[src/core/rx_mon_pkg.sv]
// Purpose: Shared constants and types for the receive line monitor.
// Assumes: One 100 MHz clock; one received symbol pair per byte strobe.
// Notes: Register indices are word offsets.
package rx_mon_pkg;

  // ----------------------------------------------------------------------
  // Line state codes and symbol codes
  // ----------------------------------------------------------------------
  localparam logic [2:0] LS_ACTIVE = 3'h0;
  localparam logic [2:0] LS_IDLE = 3'h1;
  localparam logic [2:0] LS_NO_SIGNAL = 3'h2;
  localparam logic [2:0] LS_MASTER = 3'h4;
  localparam logic [2:0] LS_HALT = 3'h5;
  localparam logic [2:0] LS_QUIET = 3'h6;
  localparam logic [2:0] LS_NOISE = 3'h7;

  localparam logic [3:0] SYM_QUIET = 4'h0;
  localparam logic [3:0] SYM_HALT = 4'h1;
  localparam logic [3:0] SYM_VIOL = 4'h3;
  localparam logic [3:0] SYM_END = 4'h5;
  localparam logic [3:0] SYM_RESET = 4'h6;
  localparam logic [3:0] SYM_SET = 4'h7;
  localparam logic [3:0] SYM_IDLE = 4'hA;
  localparam logic [3:0] SYM_START_J = 4'hD;
  localparam logic [3:0] SYM_START_K = 4'hD;

  // ----------------------------------------------------------------------
  // Output code fields
  // ----------------------------------------------------------------------
  localparam logic [3:0] RX_STATE_INVALID = 4'h3;
  localparam logic [3:0] RX_STATE_IDLE = 4'hB;
  localparam logic [3:0] DATA_ZERO = 4'h0;
  localparam logic [7:0] CODE_EB_ERROR = 8'h3B;
  localparam logic [7:0] CODE_INVALID_CONN = 8'h3A;
  localparam logic [7:0] CODE_SCRUB = 8'hB8;
  localparam int KNOWN_BIT = 3;

  // ----------------------------------------------------------------------
  // Timing and widths
  // ----------------------------------------------------------------------
  localparam int SUPER_IDLE_PAIRS = 8;
  localparam int SUPER_IDLE_EXTRA = 1;
  localparam int NOISE_W = 16;
  localparam int PRESCALE_W = 8;
  localparam int LINK_W = 8;
  localparam int EVENT_W = 16;

  // ----------------------------------------------------------------------
  // Register map (word index) and reset values
  // ----------------------------------------------------------------------
  localparam logic [3:0] REG_CONTROL = 4'h0;
  localparam logic [3:0] REG_STATUS = 4'h1;
  localparam logic [3:0] REG_NOISE_THRESH = 4'h2;
  localparam logic [3:0] REG_PRESCALE_THRESH = 4'h3;
  localparam logic [3:0] REG_LINK_THRESH = 4'h4;
  localparam logic [3:0] REG_NOISE_SNAP = 4'h5;
  localparam logic [3:0] REG_PRESCALE_SNAP = 4'h6;
  localparam logic [3:0] REG_LINK_SNAP = 4'h7;
  localparam logic [3:0] REG_NOISE_EVENTS = 4'h8;

  localparam int CTRL_STOP = 0;
  localparam int STAT_NOISE_EXPIRED = 0;
  localparam int STAT_LINK_EXPIRED = 1;
  localparam int STAT_LINK_FLAG = 2;
  localparam int STAT_SUPER_IDLE = 3;

  localparam logic [NOISE_W-1:0] NOISE_THRESH_RESET = 16'hFFFF;
  localparam logic [PRESCALE_W-1:0] PRESCALE_THRESH_RESET = 8'hFF;
  localparam logic [LINK_W-1:0] LINK_THRESH_RESET = 8'hFF;

endpackage

[src/core/down_counter.sv]
// Purpose: Loadable down counter that holds at zero.
// Assumes: Load has priority over decrement.
// Notes: Serves noise, prescale and link counts.
`timescale 1ns/1ns
module down_counter #(
  parameter int W = 8,
  parameter logic [W-1:0] RESET_VALUE = '1
) (
  input wire logic sys_clk_in,
  input wire logic rstn_in,
  input wire logic load_in,
  input wire logic [W-1:0] load_value_in,
  input wire logic dec_in,
  output logic [W-1:0] count_out,
  output logic zero_out
);

  typedef struct packed {
    logic [W-1:0] count;
  } cnt_state_t;

  cnt_state_t st;
  cnt_state_t next_st;

  always_comb begin
    next_st = st;
    if (load_in) begin
      next_st.count = load_value_in;
    end else if (dec_in && st.count != '0) begin
      next_st.count = st.count - W'(1);
    end
  end

  always_ff @(posedge sys_clk_in) begin
    if (!rstn_in) begin
      st.count <= RESET_VALUE;
    end else begin
      st <= next_st;
    end
  end

  assign count_out = st.count;
  assign zero_out = (st.count == '0);

endmodule

[src/core/super_idle_detect.sv]
// Purpose: Flags a run of idle pairs in idle line state.
// Assumes: One strobe per received symbol pair.
// Notes: The flag drops on the first pair that breaks the run.
`timescale 1ns/1ns
module super_idle_detect import rx_mon_pkg::*; (
  input wire logic sys_clk_in,
  input wire logic rstn_in,
  input wire logic clear_in,
  input wire logic byte_valid_in,
  input wire logic idle_pair_in,
  output logic super_idle_out
);

  localparam int RUN = SUPER_IDLE_PAIRS + SUPER_IDLE_EXTRA;

  typedef struct packed {
    logic [3:0] run;
    logic flag;
  } idle_state_t;

  idle_state_t st;
  idle_state_t next_st;

  always_comb begin
    next_st = st;
    if (clear_in) begin
      next_st.run = 4'h0;
      next_st.flag = 1'b0;
    end else if (byte_valid_in) begin
      if (!idle_pair_in) begin
        next_st.run = 4'h0;
      end else if (st.run != 4'(RUN)) begin
        next_st.run = st.run + 4'h1;
      end
      // Flag on the ninth idle pair in a row.
      next_st.flag = idle_pair_in && (st.run + 4'h1 >= 4'(RUN));
    end
  end

  always_ff @(posedge sys_clk_in) begin
    if (!rstn_in) begin
      st <= '0;
    end else begin
      st <= next_st;
    end
  end

  assign super_idle_out = st.flag;

endmodule

[src/core/rx_line_monitor_byte_encoder.sv]
// Purpose: Receive line monitor, noise and link error timing, byte coder.
// Assumes: Symbol pairs and line state arrive from logic on sys_clk_in.
// Notes: Registers are reached over Avalon-MM with one wait cycle.
`timescale 1ns/1ns
module rx_line_monitor_byte_encoder import rx_mon_pkg::*; (
  input wire logic sys_clk_in,
  input wire logic rstn_in,
  input wire logic [3:0] avs_address_in,
  input wire logic avs_read_in,
  input wire logic avs_write_in,
  input wire logic [31:0] avs_writedata_in,
  output logic [31:0] avs_readdata_out,
  output logic avs_waitrequest_out,
  input wire logic byte_valid_in,
  input wire logic sym_a_ctrl_in,
  input wire logic [3:0] sym_a_in,
  input wire logic sym_b_ctrl_in,
  input wire logic [3:0] sym_b_in,
  input wire logic [2:0] line_state_in,
  input wire logic unknown_line_state_in,
  input wire logic signal_detect_in,
  input wire logic clock_detect_in,
  input wire logic stuff_byte_in,
  input wire logic eb_error_in,
  input wire logic invalid_connection_in,
  input wire logic scrub_pair_in,
  output logic code_valid_out,
  output logic code_ctrl_out,
  output logic [7:0] code_out,
  output logic super_idle_state_out,
  output logic noise_expired_out,
  output logic noise_event_out,
  output logic link_error_flag_out
);

  // ----------------------------------------------------------------------
  // Symbol pair decoding
  // ----------------------------------------------------------------------
  function automatic logic is_sym(input logic c, input logic [3:0] s,
                                  input logic [3:0] want);
    return c && (s == want);
  endfunction

  // Data or R, S, T: the first symbol class of a noise pair.
  function automatic logic is_a(input logic c, input logic [3:0] s);
    return !c || is_sym(c, s, SYM_RESET) || is_sym(c, s, SYM_SET) ||
           is_sym(c, s, SYM_END);
  endfunction

  function automatic logic is_b(input logic c, input logic [3:0] s);
    return is_a(c, s) || is_sym(c, s, SYM_IDLE);
  endfunction

  typedef struct packed {
    logic stop;
    logic [NOISE_W-1:0] noise_thresh;
    logic [PRESCALE_W-1:0] prescale_thresh;
    logic [LINK_W-1:0] link_thresh;
    logic noise_sticky;
    logic link_sticky;
    logic link_flag;
    logic [EVENT_W-1:0] event_count;
    logic noise_event;
    logic [2:0] prev_ls;
    logic prev_unknown;
    logic prev_ii;
    logic noise_zero_q;
    logic link_zero_q;
    logic ack;
    logic [31:0] rdata;
    logic code_valid;
    logic code_ctrl;
    logic [7:0] code;
  } mon_state_t;

  mon_state_t st;
  mon_state_t next_st;

  logic pair_ii;
  logic pair_jk;
  logic pair_hh;
  logic pair_hi;
  logic pair_ab;
  logic pair_t;
  logic in_als;
  logic in_ils;
  logic phy_invalid;
  logic link_set;
  logic link_clear;
  logic noise_dec;
  logic noise_reload;
  logic pre_zero;
  logic main_zero;
  logic link_zero;
  logic [NOISE_W-1:0] noise_count;
  logic [PRESCALE_W-1:0] pre_count;
  logic [LINK_W-1:0] link_count;
  logic super_idle;
  logic state_match;
  logic bus_access;

  assign pair_ii = is_sym(sym_a_ctrl_in, sym_a_in, SYM_IDLE) &&
                   is_sym(sym_b_ctrl_in, sym_b_in, SYM_IDLE);
  assign pair_jk = is_sym(sym_a_ctrl_in, sym_a_in, SYM_START_J) &&
                   is_sym(sym_b_ctrl_in, sym_b_in, SYM_START_K);
  assign pair_hh = is_sym(sym_a_ctrl_in, sym_a_in, SYM_HALT) &&
                   is_sym(sym_b_ctrl_in, sym_b_in, SYM_HALT);
  assign pair_hi = is_sym(sym_a_ctrl_in, sym_a_in, SYM_HALT) &&
                   is_sym(sym_b_ctrl_in, sym_b_in, SYM_IDLE);
  assign pair_ab = is_a(sym_a_ctrl_in, sym_a_in) &&
                   is_b(sym_b_ctrl_in, sym_b_in);
  assign pair_t = is_sym(sym_a_ctrl_in, sym_a_in, SYM_END) ||
                  is_sym(sym_b_ctrl_in, sym_b_in, SYM_END);

  // A start delimiter is treated as active at once.
  assign in_als = !unknown_line_state_in &&
                  (line_state_in == LS_ACTIVE || pair_jk);
  assign in_ils = !unknown_line_state_in && !pair_jk &&
                  line_state_in == LS_IDLE;

  // ----------------------------------------------------------------------
  // Noise events and link errors
  // ----------------------------------------------------------------------
  always_comb begin
    phy_invalid = 1'b0;
    if (unknown_line_state_in) begin
      phy_invalid = (st.prev_ls == LS_ACTIVE || st.prev_ls == LS_IDLE);
    end else begin
      unique case (line_state_in)
        LS_HALT, LS_QUIET, LS_MASTER, LS_NOISE: phy_invalid = 1'b1;
        default: phy_invalid = 1'b0;
      endcase
    end
  end

  // Halt second symbol after H, converted data, R, S or T.
  assign link_set = byte_valid_in && in_als &&
                    is_sym(sym_b_ctrl_in, sym_b_in, SYM_HALT) &&
                    (!sym_a_ctrl_in ||
                     is_sym(sym_a_ctrl_in, sym_a_in, SYM_HALT) ||
                     is_sym(sym_a_ctrl_in, sym_a_in, SYM_RESET) ||
                     is_sym(sym_a_ctrl_in, sym_a_in, SYM_SET) ||
                     is_sym(sym_a_ctrl_in, sym_a_in, SYM_END));

  assign link_clear = byte_valid_in &&
                      (((in_als || in_ils) && pair_jk) ||
                       (unknown_line_state_in &&
                        st.prev_ls == LS_ACTIVE && st.link_flag &&
                        !stuff_byte_in &&
                        !(pair_hh || pair_hi || pair_ii || pair_jk)));

  // ----------------------------------------------------------------------
  // Noise timer and counters
  // ----------------------------------------------------------------------
  // Line states that count down the timer.
  assign noise_dec = byte_valid_in && !noise_reload &&
                     (unknown_line_state_in || line_state_in == LS_NOISE ||
                      line_state_in == LS_ACTIVE);

  // Settled states and delimiters reload the timer.
  assign noise_reload = st.stop ||
                        (byte_valid_in && (pair_jk || pair_t ||
                         (!unknown_line_state_in &&
                          line_state_in != LS_ACTIVE &&
                          line_state_in != LS_NOISE)));

  down_counter #(
    .W(PRESCALE_W),
    .RESET_VALUE(PRESCALE_THRESH_RESET)
  ) u_prescale (
    .sys_clk_in(sys_clk_in),
    .rstn_in(rstn_in),
    .load_in(noise_reload || (noise_dec && pre_zero)),
    .load_value_in(st.prescale_thresh),
    .dec_in(noise_dec && !pre_zero),
    .count_out(pre_count),
    .zero_out(pre_zero)
  );

  down_counter #(
    .W(NOISE_W),
    .RESET_VALUE(NOISE_THRESH_RESET)
  ) u_noise (
    .sys_clk_in(sys_clk_in),
    .rstn_in(rstn_in),
    .load_in(noise_reload),
    .load_value_in(st.noise_thresh),
    .dec_in(noise_dec && pre_zero),
    .count_out(noise_count),
    .zero_out(main_zero)
  );

  // Each new link error steps the count.
  down_counter #(
    .W(LINK_W),
    .RESET_VALUE(LINK_THRESH_RESET)
  ) u_link (
    .sys_clk_in(sys_clk_in),
    .rstn_in(rstn_in),
    .load_in(st.stop),
    .load_value_in(st.link_thresh),
    .dec_in(link_set && !st.link_flag),
    .count_out(link_count),
    .zero_out(link_zero)
  );

  super_idle_detect u_idle (
    .sys_clk_in(sys_clk_in),
    .rstn_in(rstn_in),
    .clear_in(st.stop),
    .byte_valid_in(byte_valid_in),
    .idle_pair_in(in_ils && pair_ii),
    .super_idle_out(super_idle)
  );

  // ----------------------------------------------------------------------
  // Pair matches line state
  // ----------------------------------------------------------------------
  always_comb begin
    state_match = 1'b0;
    if (!unknown_line_state_in) begin
      unique case (line_state_in)
        LS_HALT: state_match = pair_hh;
        LS_QUIET: state_match =
          is_sym(sym_a_ctrl_in, sym_a_in, SYM_QUIET) &&
          is_sym(sym_b_ctrl_in, sym_b_in, SYM_QUIET);
        LS_MASTER: state_match =
          is_sym(sym_a_ctrl_in, sym_a_in, SYM_HALT) &&
          is_sym(sym_b_ctrl_in, sym_b_in, SYM_QUIET);
        LS_NOISE: state_match =
          is_sym(sym_a_ctrl_in, sym_a_in, SYM_VIOL) ||
          is_sym(sym_b_ctrl_in, sym_b_in, SYM_VIOL);
        default: state_match = 1'b0;
      endcase
    end
  end

  assign bus_access = (avs_read_in || avs_write_in) && !st.ack;

  // ----------------------------------------------------------------------
  // Next state
  // ----------------------------------------------------------------------
  always_comb begin
    next_st = st;
    next_st.noise_event = 1'b0;
    next_st.code_valid = byte_valid_in;
    next_st.noise_zero_q = main_zero;
    next_st.link_zero_q = link_zero;

    if (byte_valid_in) begin
      next_st.prev_ii = pair_ii;
      next_st.prev_unknown = unknown_line_state_in;
      if (!unknown_line_state_in) begin
        next_st.prev_ls = in_als ? LS_ACTIVE : line_state_in;
      end
      // Bytes that do not fit the current line state.
      next_st.noise_event =
        (signal_detect_in && !clock_detect_in) ||
        (clock_detect_in && phy_invalid &&
         !(pair_ii || pair_jk || pair_ab)) ||
        (clock_detect_in && !phy_invalid && st.prev_ii && pair_ab);
      if (next_st.noise_event) begin
        next_st.event_count = st.event_count + EVENT_W'(1);
      end
    end

    // Clear first so a same-byte set wins.
    if (link_clear) begin
      next_st.link_flag = 1'b0;
    end
    if (link_set) begin
      next_st.link_flag = 1'b1;
    end

    // Expiry of either counter latches until software clears it.
    if (main_zero && !st.noise_zero_q) begin
      next_st.noise_sticky = 1'b1;
    end
    if (link_zero && !st.link_zero_q) begin
      next_st.link_sticky = 1'b1;
    end

    // Byte code toward the MAC.
    if (byte_valid_in) begin
      next_st.code_ctrl = 1'b1;
      if (eb_error_in) begin
        next_st.code = CODE_EB_ERROR;
      end else if (invalid_connection_in) begin
        next_st.code = CODE_INVALID_CONN;
      end else if (scrub_pair_in) begin
        next_st.code = CODE_SCRUB;
      end else if (in_als) begin
        // Data pairs pass with control bit low.
        next_st.code_ctrl = sym_a_ctrl_in || sym_b_ctrl_in;
        next_st.code = {sym_a_ctrl_in || !sym_b_ctrl_in ?
                        sym_a_in : DATA_ZERO,
                        sym_b_ctrl_in || !sym_a_ctrl_in ?
                        sym_b_in : DATA_ZERO};
      end else if (in_ils) begin
        // A stuff byte is shown as a known idle pair.
        next_st.code = {RX_STATE_IDLE, pair_ii || stuff_byte_in,
                        LS_IDLE};
      end else begin
        next_st.code = {RX_STATE_INVALID,
                        state_match || stuff_byte_in,
                        next_st.prev_ls};
      end
    end

    // Register access: one wait cycle, then the answer.
    next_st.ack = bus_access;
    if (bus_access && avs_write_in) begin
      unique case (avs_address_in)
        REG_CONTROL: next_st.stop = avs_writedata_in[CTRL_STOP];
        REG_NOISE_THRESH:
          next_st.noise_thresh = avs_writedata_in[NOISE_W-1:0];
        REG_PRESCALE_THRESH:
          next_st.prescale_thresh = avs_writedata_in[PRESCALE_W-1:0];
        REG_LINK_THRESH:
          next_st.link_thresh = avs_writedata_in[LINK_W-1:0];
        REG_STATUS: begin
          // Write one to clear; a new expiry in this cycle stays set.
          if (avs_writedata_in[STAT_NOISE_EXPIRED] &&
              !(main_zero && !st.noise_zero_q)) begin
            next_st.noise_sticky = 1'b0;
          end
          if (avs_writedata_in[STAT_LINK_EXPIRED] &&
              !(link_zero && !st.link_zero_q)) begin
            next_st.link_sticky = 1'b0;
          end
        end
        default: next_st.stop = st.stop;
      endcase
    end
    if (bus_access && avs_read_in) begin
      // Snapshots read live counts.
      unique case (avs_address_in)
        REG_CONTROL: next_st.rdata = {31'h0, st.stop};
        REG_STATUS: next_st.rdata = {28'h0, super_idle, st.link_flag,
                                     st.link_sticky, st.noise_sticky};
        REG_NOISE_THRESH: next_st.rdata = {16'h0, st.noise_thresh};
        REG_PRESCALE_THRESH: next_st.rdata = {24'h0, st.prescale_thresh};
        REG_LINK_THRESH: next_st.rdata = {24'h0, st.link_thresh};
        REG_NOISE_SNAP: next_st.rdata = {16'h0, noise_count};
        REG_PRESCALE_SNAP: next_st.rdata = {24'h0, pre_count};
        REG_LINK_SNAP: next_st.rdata = {24'h0, link_count};
        REG_NOISE_EVENTS: next_st.rdata = {16'h0, st.event_count};
        default: next_st.rdata = 32'h0;
      endcase
    end

    // Stop clears event count and link flag.
    if (st.stop) begin
      next_st.event_count = '0;
      next_st.link_flag = 1'b0;
    end
  end

  // ----------------------------------------------------------------------
  // State register
  // ----------------------------------------------------------------------
  always_ff @(posedge sys_clk_in) begin
    if (!rstn_in) begin
      st <= '0;
      st.noise_thresh <= NOISE_THRESH_RESET;
      st.prescale_thresh <= PRESCALE_THRESH_RESET;
      st.link_thresh <= LINK_THRESH_RESET;
      st.prev_ls <= LS_NO_SIGNAL;
    end else begin
      st <= next_st;
    end
  end

  assign avs_readdata_out = st.rdata;
  assign avs_waitrequest_out = bus_access;
  assign code_valid_out = st.code_valid;
  assign code_ctrl_out = st.code_ctrl;
  assign code_out = st.code;
  assign super_idle_state_out = super_idle;
  assign noise_expired_out = st.noise_sticky;
  assign noise_event_out = st.noise_event;
  assign link_error_flag_out = st.link_flag;

endmodule

[config.mk]
export PLATFORM = sky130hd
export DESIGN_NAME = rx_line_monitor_byte_encoder
export DESIGN_NICKNAME = d
export VERILOG_FILES = /design/src/core/rx_mon_pkg.sv /design/src/core/down_counter.sv /design/src/core/super_idle_detect.sv /design/src/core/rx_line_monitor_byte_encoder.sv
export SDC_FILE = /design/constraint.sdc
export NUM_CORES = 1
export LEC_CHECK = 0
export BUFFER_PORTS_ARGS = -buffer_cell sky130_fd_sc_hd__buf_4
export CAP_MARGIN = 0
export CORE_MARGIN = 5
export CORE_UTILIZATION = 35
export CTS_CLUSTER_DIAMETER = 100
export CTS_CLUSTER_SIZE = 28
export DETAILED_ROUTE_END_ITERATION = 8
export GPL_TIMING_DRIVEN = 0
export PLACE_DENSITY_LB_ADDON = 0.3
export REMOVE_ABC_BUFFERS = 1
export SYNTH_ARGS = -nofsm -noshare
export SYNTH_HDL_FRONTEND = slang
export SYNTH_HIERARCHICAL = 1
export SYNTH_SLANG_ARGS = --single-unit
[constraint.sdc]
create_clock -name sys_clk_in -period 5.9 [get_ports sys_clk_in]
set_input_delay 0.885 -clock sys_clk_in [delete_from_list [all_inputs] [get_ports sys_clk_in]]
set_output_delay 0.885 -clock sys_clk_in [all_outputs]
set_load 0.01 [all_outputs]
==> out/results.txt <==
Final Hold Fails -> 0
Setup Fix Bufs, Post-CTS -> 0
routed len/inst -> 16.7 µm
I/O Buffers -> 75
CTS Buf Count -> 17
DRT iter0 DRCs -> 452
Crit path largest cell delay -> 570 ps
Worst path slowest cell -> nor2_1
antenna violations before repair -> 0
Synth area leader -> dfxtp_1
Max Cap Viol -> 0
Finish-stage setup viols -> 0
Critical Path Most Common Cell -> nand2_1
dpl hpwl -> 14400 µm
layout cells sized above 1 -> 0.159
core region area -> 20200 µm²
Pre-Repair DR Iteration Count -> 5
Synth top area share -> 0.345
post-synth cell types -> 82
Routed Wire Length -> 20300 µm
max frequency -> 0.267 GHz
asr flop ratio synth -> 0
yosys warns -> 6
Clock power frac -> 0.502
sw frac -> 0.242
nature of the critical path startpoint -> primary input
Post-synth EDFFs -> 0
post-synthesis area per instance -> 7.85 µm²
Initial Utilization -> 0.354
largest net degree at the start of global routing -> 101
R2R Path Start -> u_prescale/count_out[0]
register area share after synthesis -> 0.345
CP top delay family -> simple AND/OR/NAND/NOR gates
Antenna diodes -> 0
type of the worst min-delay path -> flip-flop to flip-flop
WP data arrival -> 4060 ps
RD Place Congestion -> 0.837
status -> completed
CTS Hold Bufs -> 0
DRC errors left -> 0
Post-synth top flop -> dfxtp_1
Worst setup EP type -> flip-flop
WHS Endpoint -> avs_readdata_out[2]
Period minus WS final -> 3740 ps
CTS tree -> done
worst hold stages -> 2
FF-to-FF path depth -> 10
#FFs+latches synth -> 123
first-pass GRT wire length -> 33500 µm
Clk Tree Root Cell -> clkbuf_16
vias -> 6683
placed insts -> 1185
CP cell instances -> buf_4, nor3_1, inv_1, nand3_1, nand2_1, a21o_1, nor2_1, nor4b_1, nand2_1, o311a_1, a311oi_1
io pins -> 108
Die Footprint -> 23400 µm²
fin area -> 8220 µm²
Post-Layout Cell Count -> 1216
met3 Use GR -> 0.0353
ANT nets after route -> 0
cell area power density -> 262 nW/µm²
Slew headroom -> 0.150
setup_tns -> 0 ps
Final Cycle Share -> 0.635
Setup CP Type -> primary input to flip-flop
clk_skew -> 7.90 ps
synthesized netlist cell count -> 910
drt via density -> 5.50
met1 track utilization from global routing -> 0.240
clock slew at reported path FFs -> 60 ps
grt met2 use -> 0.273
worst skew pair latency -> 420 ps
clk sinks -> 123
clock buffer depth -> 2
synth top area cells -> dfxtp_1, nand2_1, a21oi_1
Post-Syn Area -> 7140 µm²
RSZ-0062 raised after global routing -> no
slew at the pin with the worst max-slew slack -> 1270 ps
Internal Dissipation -> 1.63 mW
largest fanout on the critical path -> 33
Placed Area -> 7610 µm²
Final Power -> 2.16 mW
worst vdd ir -> 0.000182 V
r2r endpoint -> u_noise/count_out[13]
sequential share of power -> 0.402
worst path bufs/invs -> 2
Worst R2R Setup Slack -> 2420 ps
Leakage -> 3.27 nW
GRT Resource Usage Total -> 0.174
area grow syn2layout -> 15.1%
CTS resizes -> 0
sw power -> 523 µW
GRT Max-Usage Layer -> met2
fin util -> 0.408
vias in the first global route -> 6326
die height -> 153 µm
total gr overflow -> 0
logic gate share of total power -> 0.096
nets@finish -> 1004
FP Rows -> 52
Slew Viols, Final -> 0
Die Width -> 153 µm
Required @ worst endpoint -> 6220 ps
hold path start -> avs_readdata_out[2]
H-tree depth -> 4
==> cells in the mapped netlist, types with 4 or more instances <==
cell type / number
xnor2_1: 4
mux2i_1: 20
o21ai_0: 39
a211oi_1: 5
and3_1: 7
clkbuf_1: 33
mux2_2: 7
nand3b_1: 11
nor3_1: 22
or4_1: 8
nor4_2: 4
nand3_1: 61
buf_4: 41
o21ai_1: 4
or3_1: 16
dfxtp_1: 123
nand4_1: 8
a2bb2oi_1: 4
nor2b_1: 19
a31oi_1: 4
nor3b_1: 5
o21a_1: 4
nand2b_1: 14
a21oi_1: 69
nor2_1: 62
o211ai_1: 9
o31ai_1: 4
inv_1: 26
a311oi_1: 8
and2_1: 6
a221oi_1: 4
buf_2: 7
a22oi_1: 10
or4b_4: 4
a21o_1: 4
ha_1: 9
o311a_1: 9
nor4_1: 8
nand2_1: 134
==> flip-flops by register name (all words and copies together), names as in the netlist <==
name / count
link_error_flag_out: 1
noise_event_out: 1
u_idle/super_idle_out: 1
avs_readdata_out: 16
u_idle/st: 4
code_ctrl_out: 1
code_valid_out: 1
u_prescale/count_out: 8
noise_expired_out: 1
code_out: 8
u_noise/count_out: 16
st: 57
u_link/count_out: 8
==> tightest hold or removal path, cell delays in order, from the launching register on <==
cell	delay, ps
dfxtp_1	310
nand2_1	50
a21oi_1	50
==> per-stage QoR <==
step	hold WS, ps	worst slack (ps)
final	457	2160
after global routing	475	1760
after CTS	458	2220
after detailed placement	450	1810
after global placement	450	1810
after floorplan	450	2560
==> cell usage in the layout (no fill, tap or decap), drive strengths merged, types with 10 or more instances in the layout <==
master / count
buf: 75
nor2: 62
nor2b: 19
inv: 28
nand3b: 11
nand2b: 14
nor4: 12
a21oi: 70
mux2i: 20
nand2: 135
or3: 18
a22oi: 10
nand3: 63
o21ai: 45
conb: 16
clkbuf: 24
dfxtp: 123
nor3: 25
==> worst max-delay path by stage <==
stage | start | endpoint | slack [ps] | cells past startpoint
after floorplan | line_state_in[0] | u_noise/count_out[5] | 2560 | 10
after CTS | line_state_in[0] | u_noise/count_out[13] | 2220 | 11
after global placement | line_state_in[0] | u_noise/count_out[15] | 1810 | 11
final | line_state_in[0] | u_noise/count_out[13] | 2160 | 11
after global routing | line_state_in[0] | u_noise/count_out[13] | 1760 | 11
after detailed placement | line_state_in[0] | u_noise/count_out[13] | 1810 | 11
==> cells by family (layout without fill, tap and decap cells) <==
| family | Yosys count | in the layout | synth area share |
|---|---|---|---|
| and+or+nand+nor | 418 | 418 | 0.309 |
| buffers and inverters | 113 | 134 | 0.0843 |
| adders and majority gates | 9 | 9 | 0.0158 |
| muxes | 29 | 29 | 0.0443 |
| AOI/OAI and AO/OA | 212 | 212 | 0.195 |
| xor gates and xnor gates | 5 | 5 | 0.00613 |
| other | 1 | 16 | 0.000525 |
| DFF | 123 | 123 | 0.345 |
==> power by group through the flow <==
stage	clock, mW	sequential [mW]	combinational (mW)
4_1_cts	1.10	0.865	0.206
3_5_place_dp	0	0.883	0.205
6_report	1.08	0.865	0.207
3_3_place_gp	0	0.883	0.203
2_1_floorplan	0	0.881	0.103
5_1_grt	1.14	0.868	0.230
==> final cells by class <==
cell class	count	area, µm²
Fill cell	2123	11900
Timing Repair Buffer	75	563
Clock buffer	24	492
Clock inverter	7	113
Tap cell	270	338
Multi-Input combinational cell	689	4150
Inverter	28	105
Sequential cell	123	2460
==> metal layers <==
| layer | vias up | routed length (µm) | part of all wire |
|---|---|---|---|
| met5 | - | 0 | 0 |
| met4 | 0 | 378 | 0.019 |
| met3 | 29 | 1150 | 0.057 |
| met2 | 197 | 9380 | 0.46 |
| met1 | 3166 | 9390 | 0.46 |
| li1 | 3291 | - | - |
No activity file was read; power rests on OpenSTA's default activity.
